File: config.mk
export PLATFORM = sky130hd
export DESIGN_NAME = cpl_pins
export DESIGN_NICKNAME = d
export VERILOG_FILES = /design/src/shared/cpl_pkg.sv /design/src/logic/cpl_pins.sv
export SDC_FILE = /design/constraint.sdc
export NUM_CORES = 1
export LEC_CHECK = 0
export ABC_AREA = 1
export BUFFER_PORTS_ARGS = -buffer_cell sky130_fd_sc_hd__buf_2
export CAP_MARGIN = 20
export CORE_MARGIN = 10
export CORE_UTILIZATION = 50
export CTS_BUF_LIST = sky130_fd_sc_hd__clkbuf_8
export DETAILED_ROUTE_END_ITERATION = 6
export GPL_TIMING_DRIVEN = 1
export PLACE_DENSITY = 0.76
export SLEW_MARGIN = 20
export SYNTH_ARGS = -nofsm -noshare
export SYNTH_HDL_FRONTEND = slang
export SYNTH_SLANG_ARGS = --single-unit
File: constraint.sdc
create_clock -name clk -period 1.99 [get_ports clk]
set_input_delay 0.4975 -clock clk [delete_from_list [all_inputs] [get_ports clk]]
set_output_delay 0.4975 -clock clk [all_outputs]
set_load 0.1 [all_outputs]
File: src/shared/cpl_pkg.sv
// Constants and types shared by the processor control pin logic
package cpl_pkg;

    // ****************************************************************
    // Widths
    // ****************************************************************
    localparam int DIRECT_IRQ_W = 3;   // Direct interrupt inputs, lines 5..3
    localparam int SYNCED_IRQ_W = 3;   // Synchronized interrupt inputs, lines 2..0
    localparam int IRQ_W        = DIRECT_IRQ_W + SYNCED_IRQ_W;

    // ****************************************************************
    // Field positions
    // ****************************************************************
    localparam int CFG_DIRECT_BIT = 0; // Direct line 3 carries address show option
    localparam int CFG_SYNCED_BIT = 0; // Synced line 0 carries byte order option

    // ****************************************************************
    // Timing
    // ****************************************************************
    // Terminal count pulse in tenths of a processor cycle (1.5 cycles)
    localparam int TC_PULSE_TENTHS     = 15;
    // Clock ticks per processor cycle: clk is the double rate clock
    localparam int TICKS_PER_CYCLE     = 2;
    // Pulse length in clk ticks, rounded up, never below one
    localparam int TC_PULSE_TICKS_INT  = (TC_PULSE_TENTHS * TICKS_PER_CYCLE + 9) / 10;
    localparam logic [1:0] TC_PULSE_TICKS =
        (TC_PULSE_TICKS_INT < 1) ? 2'h1 : TC_PULSE_TICKS_INT[1:0];

    // ****************************************************************
    // Reset values
    // ****************************************************************
    localparam logic [1:0]       TC_CNT_RST    = 2'h0;
    localparam logic [IRQ_W-1:0] IRQ_N_RST     = 6'h3f;   // All interrupts idle (high)
    localparam logic             CFG_RST       = 1'b0;
    localparam logic             PHASE_RST     = 1'b0;

    // ****************************************************************
    // Terminal count output states
    // ****************************************************************
    typedef enum logic [2:0] {
        CPL_TC_IDLE  = 3'b001,    // Output high
        CPL_TC_PULSE = 3'b010,    // Timed low pulse
        CPL_TC_HOLD  = 3'b100     // Low until software clears the timer
    } cpl_tc_state_t;

endpackage : cpl_pkg

File: src/logic/cpl_pins.sv
// Control pin logic: terminal count, bus fault, interrupts, reset straps, float
`timescale 1ns/1ps
// Functional notes
// Drive terminal count low at timer terminal count
// Hold low 1.5 cycles or until software
// Bus fault ends the current bus transaction
// Bus fault sampled only during reads/writes
// Faulted read raises a bus error exception
// Synced interrupt inputs are synchronized internally
// Outside agent synchronizes direct interrupt inputs
// Direct interrupts seen one cycle before synced
// Two interrupt pins give options during reset
// Options captured in last reset cycle
// Strap pins resume interrupt function after reset
// Float input tri-states listed outputs
// Outside source supplies double rate clock
module cpl_pins (
    // Clock and reset (clk is the double rate master clock)
    input  wire logic                            clk,
    input  wire logic                            srst,
    // Internal timer and bus control mode
    input  wire logic                            timer_terminal_hit,
    input  wire logic                            timer_sw_reset,
    input  wire logic                            tc_hold_mode,
    // Terminal count pin
    output logic                                 timer_terminal_count_n,
    output logic                                 timer_terminal_count_n_oe,
    // Bus transaction status from the bus interface unit
    input  wire logic                            xfer_active,
    input  wire logic                            xfer_is_read,
    input  wire logic                            bus_fault_in,
    output logic                                 xfer_abort,
    output logic                                 bus_error_exception,
    // Interrupt pins and interrupt levels seen by the core
    input  wire logic [cpl_pkg::DIRECT_IRQ_W-1:0] direct_irq_n,
    input  wire logic [cpl_pkg::SYNCED_IRQ_W-1:0] synced_irq_n,
    output logic [cpl_pkg::IRQ_W-1:0]            irq_level_n,
    // Reset configuration options
    output logic                                 address_show_cache_bypass_option,
    output logic                                 high_byte_first_option,
    // Board test float request and DMA release
    input  wire logic                            float_all_outputs_n,
    input  wire logic                            dma_release,
    output logic                                 bus_outputs_oe,
    // System clock and bus grant pins
    output logic                                 system_clock_out,
    output logic                                 system_clock_out_oe,
    input  wire logic                            bus_grant_req,
    output logic                                 bus_grant_out,
    output logic                                 bus_grant_out_oe
);
    import cpl_pkg::*;

    // ****************************************************************
    // Declarations
    // ****************************************************************
    cpl_tc_state_t            tc_state;          // Terminal count output state
    logic [1:0]               tc_cnt;            // Ticks left in timed pulse
    logic                     phase;             // Processor clock phase
    logic [SYNCED_IRQ_W-1:0]  sirq_q1;           // Synchronizer stage one
    logic [SYNCED_IRQ_W-1:0]  sirq_q2;           // Synchronizer stage two
    logic [SYNCED_IRQ_W-1:0]  sirq_q3;           // Synchronizer stage three
    logic [SYNCED_IRQ_W-1:0]  sirq_f;            // Agreed synced level
    logic [DIRECT_IRQ_W-1:0]  dirq_d1;           // Direct pipeline stage one
    logic [DIRECT_IRQ_W-1:0]  dirq_d2;           // Direct pipeline stage two
    logic [2:0]               fault_q;           // Bus fault synchronizer
    logic                     fault_f;           // Agreed bus fault level
    logic                     fault_done;        // Fault already acted on this transfer
    logic [2:0]               float_q;           // Float request synchronizer
    logic                     float_active;      // Agreed float request
    logic                     grant_q;           // Registered bus grant
    logic                     next_fault_hit;    // Fault accepted this cycle

    // ****************************************************************
    // System clock
    // ****************************************************************
    // Half the master rate; the outside source runs clk at double rate R13
    always_ff @(posedge clk) begin
        if (srst) begin
            phase <= PHASE_RST;
        end else begin
            phase <= ~phase;
        end
    end

    // ****************************************************************
    // Terminal count output
    // ****************************************************************
    // Mode is looked at on the hit, so a mode change mid pulse is harmless
    always_ff @(posedge clk) begin
        if (srst) begin
            tc_state <= CPL_TC_IDLE;
            tc_cnt   <= TC_CNT_RST;
        end else begin
            case (tc_state)
                CPL_TC_IDLE: begin
                    if (timer_terminal_hit) begin
                        tc_state <= tc_hold_mode ? CPL_TC_HOLD : CPL_TC_PULSE;
                        tc_cnt   <= TC_PULSE_TICKS - 2'h1;
                    end
                end
                CPL_TC_PULSE: begin
                    // Three half cycles of the processor clock R2
                    if (tc_cnt == 2'h0) begin
                        tc_state <= CPL_TC_IDLE;
                    end else begin
                        tc_cnt <= tc_cnt - 2'h1;
                    end
                end
                CPL_TC_HOLD: begin
                    // A new hit in the same cycle keeps the output low
                    if (timer_sw_reset && !timer_terminal_hit) begin
                        tc_state <= CPL_TC_IDLE;
                    end
                end
                default: begin
                    tc_state <= CPL_TC_IDLE;
                    tc_cnt   <= TC_CNT_RST;
                end
            endcase
        end
    end

    // ****************************************************************
    // Bus fault
    // ****************************************************************
    // Pin synchronizer; stage one feeds stage two only
    always_ff @(posedge clk) begin
        fault_q <= {fault_q[1:0], bus_fault_in};
    end

    // Level counts once stages two and three agree
    always_ff @(posedge clk) begin
        if (srst) begin
            fault_f <= 1'b0;
        end else if (fault_q[1] == fault_q[2]) begin
            fault_f <= fault_q[2];
        end
    end

    // Ignored outside reads and writes R4
    assign next_fault_hit = fault_f && xfer_active && !fault_done;

    // One abort per transfer; cleared when the transfer ends
    always_ff @(posedge clk) begin
        if (srst) begin
            fault_done          <= 1'b0;
            xfer_abort          <= 1'b0;
            bus_error_exception <= 1'b0;
        end else begin
            xfer_abort          <= next_fault_hit;
            bus_error_exception <= next_fault_hit && xfer_is_read;
            if (!xfer_active) begin
                fault_done <= 1'b0;
            end else if (next_fault_hit) begin
                fault_done <= 1'b1;
            end
        end
    end

    // ****************************************************************
    // Interrupt inputs
    // ****************************************************************
    // Synced lines may change at any time; no reset so straps track R6
    always_ff @(posedge clk) begin
        sirq_q1 <= synced_irq_n;
        sirq_q2 <= sirq_q1;
        sirq_q3 <= sirq_q2;
    end

    // Agreed level of the synced lines R6
    always_ff @(posedge clk) begin
        if (sirq_q2 == sirq_q3) begin
            sirq_f <= sirq_q3;
        end
    end

    // Direct lines trust the outside agent, so two stages less R7
    always_ff @(posedge clk) begin
        dirq_d1 <= direct_irq_n;
        dirq_d2 <= dirq_d1;
    end

    // Lines read idle during reset, interrupt function after R11
    always_ff @(posedge clk) begin
        if (srst) begin
            irq_level_n <= IRQ_N_RST;
        end else begin
            irq_level_n <= {dirq_d2, sirq_f};
        end
    end

    // ****************************************************************
    // Reset configuration straps
    // ****************************************************************
    // Sampled every reset cycle, so the last reset cycle wins R10
    always_ff @(posedge clk) begin
        if (srst) begin
            address_show_cache_bypass_option <= ~dirq_d1[CFG_DIRECT_BIT];
            high_byte_first_option           <= ~sirq_q3[CFG_SYNCED_BIT];
        end
    end

    // ****************************************************************
    // Float request and output enables
    // ****************************************************************
    // Pin synchronizer for the board test request
    always_ff @(posedge clk) begin
        float_q <= {float_q[1:0], ~float_all_outputs_n};
    end

    // Agreed float level
    always_ff @(posedge clk) begin
        if (srst) begin
            float_active <= 1'b0;
        end else if (float_q[1] == float_q[2]) begin
            float_active <= float_q[2];
        end
    end

    // Registered bus grant
    always_ff @(posedge clk) begin
        if (srst) begin
            grant_q <= 1'b0;
        end else begin
            grant_q <= bus_grant_req;
        end
    end

    // Enables drop together while floated R12
    assign bus_outputs_oe            = !float_active && !dma_release;
    assign system_clock_out_oe       = !float_active;
    assign timer_terminal_count_n_oe = !float_active;
    assign bus_grant_out_oe          = !float_active;

    // Pin values
    assign system_clock_out       = phase;
    assign bus_grant_out          = grant_q;
    assign timer_terminal_count_n = (tc_state == CPL_TC_IDLE);

endmodule : cpl_pins

* Word-level counts from Yosys, hierarchy flattened
Index checks and enable logic that the tools add are counted.
** Operators by class
- Add/sub/neg operators :: 1
- Equal/unequal tests :: 10
- Mux-type cells :: 8
- Bitwise gates (word level) :: 6
- Reduce and logical (&&, ||, !) cells :: 13
** Operators with widths (count)
- $mux W3 :: 4
- $pmux W3 S3 :: 1
- $ne A2 B2 Y1 const B :: 4
- $not A1 Y1 :: 6
- $pmux W2 S3 :: 1
- $reduce_and A3 Y1 :: 2
- $logic_and A1 B1 Y1 :: 5
- $logic_not A1 Y1 :: 4
- $mux W2 :: 2
- $eq A3 B1 Y1 const B :: 1
- $eq A3 B2 Y1 const B :: 1
- $eq A3 B3 Y1 :: 1
- $eq A3 B3 Y1 const B :: 1
- $eq A1 B1 Y1 :: 2
- $logic_not A2 Y1 :: 1
- $reduce_or A2 Y1 :: 1
- $sub A2 B1 Y2 const B :: 1
** Storage, ports and cells
- Bits in registers :: 44
- Input bits :: 17

* Longest topological paths before layout
Gate-level depths: netlist (run 1).
- Depth after elaboration :: 4
- Gate-level depth with buffers :: 8

* Worst setup path before layout (run 1)
Ideal clock, no wire load.
- Path type :: input to output
- Start point :: input port dma_release
- End point :: output port bus_outputs_oe
- Arrival time :: 1.748 ns
- Required time :: 1.492 ns
- Slack :: -0.256 ns
- Stages :: 1
- Path buffers :: 0
- Cells stage by stage :: nor2_1
** On the way
- Cells in the longest elaborated chain, start to end :: 2
** RTL lines
- start, declared :: line cpl_pins.sv:43 : input wire logic dma_release,
- $logic_not A1 Y1 :: line cpl_pins.sv:231 : assign bus_outputs_oe = !float_active && !dma_release;
- $logic_and A1 B1 Y1 :: line cpl_pins.sv:231
- end, declared :: line cpl_pins.sv:44 : output logic bus_outputs_oe,
No other way between the ends.

* Worst setup path after layout (run 1)
- Start point :: register tc_state[0]
- End point :: output port timer_terminal_count_n
** On the way
- Cells in the longest elaborated chain, start to end :: 1
** RTL lines
- start, declared :: line cpl_pins.sv:57 : cpl_tc_state_t tc_state;
- start signal, assigned :: line cpl_pins.sv:98 : tc_state <= tc_hold_mode ? CPL_TC_HOLD : CPL_TC_PULSE;
- $eq A3 B1 Y1 :: line cpl_pins.sv:239 : assign timer_terminal_count_n = (tc_state == CPL_TC_IDLE);
- end, declared :: line cpl_pins.sv:26 : output logic timer_terminal_count_n,
No other way between the ends.

==> impl_metrics.csv, run 1 <==
group,metric,value,unit
setup_path,reg2reg_from,"tc_state[2]",
floorplan,num_rows,18,
yosys,ys_types,25,
detailed_routing,drt_iter0_markers,44,
sta,fin_skew,4.54,ps
yosys,syn_inst,123,
cts,cts-buffers-inserted,5,
detailed_routing,wl_met1,883,um
floorplan,die_h,71.8,um
cts,cts-root-buf,"clkbuf_8",
grt,grt_pass1_vias,893,
placed_design,dp_cells,183,
detailed_routing,via_per_inst,4.70,
yosys,yosys_warnings,0,
power_and_ir_drop,leakage,0.773,nW
grt,gr-total-overflow,0,
cts,clock_sinks,44,
placed_design,hpwl,1830,um
sta,fin_tns_setup,0,ps
floorplan,die-area,5160,um2
sta,slew_viol_final,0,
yosys,synthArstFlopShare,0,%
detailed_routing,routedWlPerCell,12.6,um
yosys,synthFlopType,"dfxtp_1",
final_layout,diodes,0,
yosys,synth_edf_count,5,
floorplan,core,2520,um2
grt,grtUsageTotal,9.43,%
cts,cts_tree,"built",
detailed_routing,drc,0,
floorplan,ioPinCount,34,
yosys,synth.ff_latch_count,44,
cts,path_clk_slew,80,ps
final_layout,final_area,1650,um2
setup_path,critPathMaxFanout,6,
setup_path,path_class,"register to primary output",
sta,max_slew_margin,67.0,%
final_layout,drive_gt1_share,32.9,%
power_and_ir_drop,finalPower,2.40,mW
min_path,min_from,"direct_irq_n[2]",
grt,grt_max_degree,15,
sta,tightest_slew,498,ps
power_and_ir_drop,peakVddDrop,1.59,mV
min_path,min_path_type,"input pin to register",
yosys,synth_most_common_cell,"dfxtp_1",
placed_design,port_buffers,33,
yosys,syn_avg_cell_area,10.9,um2
setup_path,cp.arrival,1360,ps
yosys,netlist_area,1340,um2
sta,period_minus_slack,1860,ps
sta,finalSetupViolations,0,
outcome,status,"complete, no violations",
detailed_routing,first_pass_iters,4,
cts,cts_hold_buf,0,
yosys,ys_top_cells_by_area,"dfxtp_1 (58%), edfxtp_1 (11%), nor2_1 (3.6%)",
placed_design,dpl-instance-area,1540,um2
grt,antenna_found_initial,0,
setup_path,startpoint,"tc_state[0]",
yosys,ys_seq_area_share,69.3,%
yosys,yosys.area.top_type_share,58.1,%
detailed_routing,wl_met3,222,um
cts,h-tree-depth,2,
run,drv_cap,0,
final_layout,stdcell_count,191,
placed_design,gp_congestion,0.933,
detailed_routing,met2_length,1270,um
sta,timing.hold.ws,309,ps
setup_path,cp_data_required_time,1490,ps
detailed_routing,top_layer_used,"met4",
final_layout,synthToLayoutAreaGrowth,22.5,%
floorplan,start_util,53.3,%
detailed_routing,wl,2400,um
setup_path,setup.worst_path.end_class,"primary output",
sta,timing.fmax,538,MHz
sta,final.period_utilization,93.4,%
sta,rsz0062_at_grt,"no",
yosys,ys_top_cells_by_count,"dfxtp_1 (39), nor2_1 (13), inv_1 (11), nand2_1 (11), or2_1 (6)",
cts,clk_path_buf_depth,2,
yosys,synth_nets,141,
cts,clock_latency,280,ps
yosys,synth_area_leader_cell,"dfxtp_1",
power_and_ir_drop,power_density,1450,nW/um2
setup_path,startpoint_type,"register",
detailed_routing,ant_nets,0,
grt,grt_pass1_wl,3730,um
sta,hold_viol,0,
floorplan,dieWidth,71.8,um
final_layout,fin_nets,178,
detailed_routing,route.vias.total,897,
-- report_power, final --
part,switching (mW),internal [mW]
Sequential,0.0729,0.981
Combinational,0.517,0.184
Clock,0.273,0.367
-- final timing paths --
| check | to | slack [ps] | cells after the start |
|---|---|---|---|
| max | timer_terminal_count_n | 130 | 3 |
| min | dirq_d1[2] | 310 | 1 |
| min reg2reg | sirq_q2[0] | 330 | 0 |
| max reg2reg | tc_state[1] | 770 | 5 |
-- placed cells by master, fill, tap and decap left out, types with 2 or more instances in the layout --
master	Yosys	routed
nand3_2	2	2
inv_1	11	12
dfxtp_1	39	39
nand2_1	11	11
clkbuf_8	0	5
o21ai_0	2	2
edfxtp_1	5	5
inv_2	5	5
buf_2	0	32
nand4_2	2	2
or2_1	6	6
nand3_1	5	5
xor2_1	3	3
a21oi_1	5	5
nor2_1	13	12
nor2_2	2	3
-- metrics by stage --
step / util (%) / setup WS [ps]
global placement: 60.9 / 411
global route: 65.3 / 56.4
finish: 65.3 / 132
CTS: 65.2 / 38.8
detailed placement: 60.9 / 360
floorplan: - / 131
-- state kept, by name, indices dropped and copies added, names as in the netlist, 2 cells and up --
register     flops
dirq_d2          3
sirq_q2          3
tc_cnt           2
sirq_f           3
dirq_d1          3
irq_level_n      6
float_q          3
sirq_q3          3
sirq_q1          3
tc_state         3
fault_q          3
-- what timing repair did --
item,in CTS,in global routing
gates resized for setup,0,1
setup buffers,0,0
setup endpoints to repair,0,1
-- per-layer routing --
layer,global-route usage (%),vias to the layer above
met5,0,-
met1,7.71,403
met2,16.3,30
met3,6.47,4
met4,5.59,0
li1,-,460
-- cell families after synthesis --
group / count (synthesis) / synth area share [%]
simple gates: 47 / 18.7
buf+inv: 20 / 6.14
flops: 44 / 69.3
xor+xnor: 3 / 1.96
fa+ha+maj: 1 / 0.931
compound gates: 8 / 2.98
-- area by class of cell --
class	instances	area, um2
Fill cell	201	876
Timing Repair Buffer	33	168
Multi-Input combinational cell	59	339
Inverter	17	63.8
Clock buffer	5	68.8
Tap cell	30	37.5
Clock inverter	3	38.8
Sequential cell	44	931
-- critical path, cell delays in order (launching register included) --
cell and delay (ps):
dfxtp_1 400, inv_2 100, nor3_4 190, clkbuf_4 380
Power figures use the tool's default switching activity.
==> run 2, diff against run 1 <==
CORE_ASPECT_RATIO = 1.5   (was not set)
==> impl_metrics.csv, run 2 (synthesis gave the netlist of run 1 again) <==
group,metric,value,unit
floorplan,ioPinCount,34,
sta,hold_viol,0,
setup_path,cp_data_required_time,1490,ps
floorplan,die-area,5200,um2
floorplan,core,2620,um2
detailed_routing,drt_iter0_markers,28,
placed_design,port_buffers,33,
sta,timing.fmax,538,MHz
setup_path,crit_path_top_delay_cell,"dfxtp_1",
detailed_routing,routedWlPerCell,11.5,um
placed_design,dp_cells,190,
grt,antenna_found_initial,0,
setup_path,path_class,"register to primary output",
grt,grt_max_degree,15,
placed_design,dpl-instance-area,1550,um2
floorplan,die_h,83.5,um
sta,fin_tns_setup,0,ps
sta,tightest_slew,492,ps
setup_path,cp_num_buf_inv,2,
cts,clock_latency,290,ps
sta,period_minus_slack,1860,ps
final_layout,final_cell_mix,"dfxtp_1 (39), buf_2 (32), inv_1 (12), nor2_1 (12), nand2_1 (11)",
detailed_routing,wl,2280,um
floorplan,start_util,51.3,%
final_layout,fill_cells,223,
floorplan,dieWidth,62.3,um
sta,fin_skew,9.11,ps
sta,final.period_utilization,93.5,%
placed_design,gp_congestion,0.680,
detailed_routing,route.vias.total,885,
cts,cts_tree,"built",
power_and_ir_drop,leakage,0.783,nW
sta,max_slew_margin,67.5,%
cts,clk_path_buf_depth,2,
run,drv_cap,0,
setup_path,path_cells,"inv_2 > nor3_4 > clkbuf_4",
sta,post-route-worst-setup-slack,130,ps
final_layout,drive_gt1_share,32.9,%
setup_path,startpoint_type,"register",
sta,finalSetupViolations,0,
final_layout,final_area,1680,um2
final_layout,fin_nets,178,
grt,grtUsageTotal,9.17,%
placed_design,dp_slack,360,ps
cts,cts-buffers-inserted,5,
setup_path,cp.arrival,1360,ps
outcome,status,"complete, no violations",
final_layout,stdcell_count,198,
grt,gr-total-overflow,0,
final_layout,top_register,"irq_level_n",
power_and_ir_drop,peakVddDrop,1.10,mV
cts,h-tree-depth,2,
detailed_routing,via_per_inst,4.47,
floorplan,num_rows,23,
detailed_routing,first_pass_iters,4,
cts,clock_sinks,44,
cts,cts_hold_buf,0,
cts,path_clk_slew,80,ps
setup_path,cpPeakStageDelay,390,ps
power_and_ir_drop,power_density,1500,nW/um2
placed_design,hpwl,1770,um
detailed_routing,ant_nets,0,
min_path,min_path_type,"input pin to register",
sta,slew_viol_final,0,
final_layout,largest_reg_flops,6,
final_layout,final_common_cell,"dfxtp_1",
final_layout,regArea,931,um2
final_layout,diodes,0,
setup_path,cp_top_family,"buffers and inverters",
final_layout,synthToLayoutAreaGrowth,25.0,%
detailed_routing,drc,0,
final_layout,multi_input_area,339,um2
cts,cts-root-buf,"clkbuf_8",
grt,grt_pass1_wl,3810,um
sta,rsz0062_at_grt,"no",
setup_path,setup.worst_path.end_class,"primary output",
setup_path,critPathMaxFanout,6,
grt,grt_pass1_vias,903,
[run 2: where the power goes]
part	internal, mW	total, mW	switching, mW
registers	0.981	1.05	0.0716
clock network	0.496	0.772	0.275
logic	0.184	0.697	0.513
[run 2: worst reg2reg max path, stage by stage, from the launching register on]
cell and delay [ps]:
dfxtp_1 330, xor2_1 170, nor3_1 380
[run 2: routing by layer]
layer  up-vias  part of all wire (%)  track usage (%)
li1        456                     -                -
met1       395                    38             8.35
met2        26                    54             16.3
met3         8                   4.7             3.90
met4         0                   2.8             5.51
met5         -                     0                0
[run 2: layout make-up]
cell class / count / share of cell area (%)
Clock buffer: 5 / 4.10
Clock inverter: 3 / 3.80
Inverter: 17 / 3.80
Multi-Input combinational cell: 59 / 20.2
Sequential cell: 44 / 55.4
Tap cell: 37 / 2.76
Timing Repair Buffer: 33 / 9.98
[run 2: worst paths after layout]
path	from	endpoint	slack (ps)	depth (start not counted)
hold reg to reg	sirq_q1[0]	sirq_q2[0]	330	0
hold / removal	direct_irq_n[0]	dirq_d1[0]	300	1
setup reg to reg	sirq_q3[0]	sirq_f[0]	780	2
setup / recovery	tc_state[0]	timer_terminal_count_n	130	3
[run 2: through the flow]
step | hold slack, ps | utilization, % | power, mW
6_report | 302 | 64.2 | 2.52
4_1_cts | 296 | 64.1 | 2.53
2_1_floorplan | 310 | - | 1.64
3_3_place_gp | 310 | 59.0 | 1.72
3_5_place_dp | 316 | 59.0 | 1.76
5_1_grt | 292 | 64.2 | 2.65
[run 2: timing repair]
item | 4_1_cts | 5_1_grt
hold endpoints to repair | 0 | 0
setup endpoints to repair | 0 | 1
gates resized for setup | 0 | 1
buffers inserted | 0 | 0
==> run 3, diff against run 2 <==
clock period = 2.4 ns   (was 1.99 ns; I/O delays follow)
==> impl_metrics.csv, run 3 (synthesis gave the netlist of run 1 again) <==
group,metric,value,unit
placed_design,port_buffers,33,
sta,timing.hold.ws,329,ps
min_path,holdPathEnd,"sirq_q2[2]",
run,drv_cap,0,
setup_path,cp_num_buf_inv,2,
min_path,min_from,"sirq_q1[2]",
sta,timing.fmax,472,MHz
final_layout,diodes,0,
setup_path,critPathMaxFanout,6,
final_layout,fin_nets,178,
setup_path,rr_worst_depth,2,
floorplan,die_h,83.5,um
final_layout,drive_gt1_share,33.5,%
sta,max_slew_margin,66.9,%
min_path,min_path_cells,0,
final_layout,post-route-util,63.2,%
detailed_routing,drt_iter0_markers,10,
setup_path,path_cells,"inv_2 > nor3_2 > buf_2",
power_and_ir_drop,power_density,1200,nW/um2
grt,gr-total-overflow,0,
setup_path,path_class,"register to primary output",
cts,clk_path_buf_depth,2,
setup_path,rr_endpoint,"sirq_f[2]",
setup_path,cp_data_required_time,1800,ps
min_path,min_path_type,"register to register",
final_layout,largest_reg_flops,6,
sta,finalSetupViolations,0,
grt,grt_pass1_wl,3930,um
detailed_routing,routedWlPerCell,11.4,um
detailed_routing,drc,0,
cts,h-tree-depth,2,
detailed_routing,ant_nets,0,
setup_path,reg2reg_from,"sirq_q3[2]",
cts,cts_resized,0,
setup_path,startpoint_type,"register",
grt,grtUsageTotal,9.32,%
detailed_routing,wl,2270,um
sta,fin_skew,8.65,ps
cts,cts-buffers-inserted,5,
grt,grt_pass1_vias,935,
cts,cts_hold_buf,0,
final_layout,fill_cells,227,
detailed_routing,via_per_inst,4.56,
floorplan,core,2620,um2
setup_path,crit_path_top_delay_cell,"buf_2",
setup_path,setup.worst_path.end_class,"primary output",
sta,rsz0062_at_grt,"no",
sta,period_minus_slack,2120,ps
final_layout,synthToLayoutAreaGrowth,23.2,%
sta,hold_viol,0,
floorplan,die-area,5200,um2
power_and_ir_drop,leakage,0.770,nW
floorplan,dieWidth,62.3,um
floorplan,num_rows,23,
final_layout,final_common_cell,"dfxtp_1",
sta,slew_viol_final,0,
cts,cts-root-buf,"clkbuf_8",
final_layout,final_cell_mix,"dfxtp_1 (39), buf_2 (33), nor2_1 (12)",
detailed_routing,route.vias.total,903,
sta,tightest_slew,499,ps
setup_path,cp_top_family,"buffers and inverters",
cts,clock_sinks,44,
floorplan,ioPinCount,34,
outcome,status,"complete, no violations",
sta,fin_tns_setup,0,ps
placed_design,gp_congestion,0.697,
detailed_routing,first_pass_iters,4,
final_layout,top_register,"irq_level_n",
floorplan,start_util,51.3,%
power_and_ir_drop,finalPower,1.98,mW
sta,final.period_utilization,88.3,%
grt,antenna_found_initial,0,
cts,postCtsSetupBuffers,0,
grt,grt_max_degree,16,
setup_path,r2r_setup_slack,1200,ps
cts,cts_tree,"built",
placed_design,hpwl,1790,um
cts,path_clk_slew,80,ps
setup_path,cpPeakStageDelay,490,ps
power_and_ir_drop,peakVddDrop,0.657,mV
cts,clock_latency,290,ps
setup_path,cp.arrival,1520,ps
-- run 3: cell types whose count changed in the layout (fill, tap and decap cells not counted) --
cell,previous run,this run
bufinv_16,2,1
inv_1,12,11
nor3_2,0,1
buf_2,32,33
clkbuf_4,1,0
clkinv_4,0,2
nor3_4,1,0
-- run 3: routing by layer --
layer	up-vias	track usage (%)	part of all wire (%)
li1	459	-	-
met5	-	0	0
met2	22	17.5	56
met4	0	4.29	1.8
met3	6	4.70	7.0
met1	416	7.78	35
-- run 3: cell type report --
cell class                 instances  area [um2]  area share, %
clock buffer                       5        68.8           4.16
multi-input combinational         59         333           20.1
clock inverter                     3        47.5           2.87
inverter                          17        63.8           3.85
tap                               37        46.3           2.80
sequential                        44         931           56.2
timing repair buffer              33         165           9.98
-- run 3: where the power goes --
group          switching [mW]  total (mW)  internal (mW)
sequential             0.0564       0.870          0.813
combinational           0.418       0.556          0.138
clock                   0.244       0.557          0.313
-- run 3: worst max path at each step --
stage | startpoint | endpoint | slack, ps | cells after the start
2_1_floorplan | tc_state[0] | timer_terminal_count_n | 100 | 2
3_3_place_gp | dma_release | bus_outputs_oe | 620 | 3
3_5_place_dp | dma_release | bus_outputs_oe | 600 | 3
4_1_cts | tc_state[0] | timer_terminal_count_n | 270 | 3
5_1_grt | tc_state[0] | timer_terminal_count_n | 180 | 3
6_report | tc_state[0] | timer_terminal_count_n | 280 | 3
-- run 3: through the flow --
stage	cells	area, um2	setup WS (ps)
3_3_place_gp	190	1540	616
6_report	198	1660	282
5_1_grt	198	1660	181
4_1_cts	198	1660	273
3_5_place_dp	190	1540	601
2_1_floorplan	123	1350	101
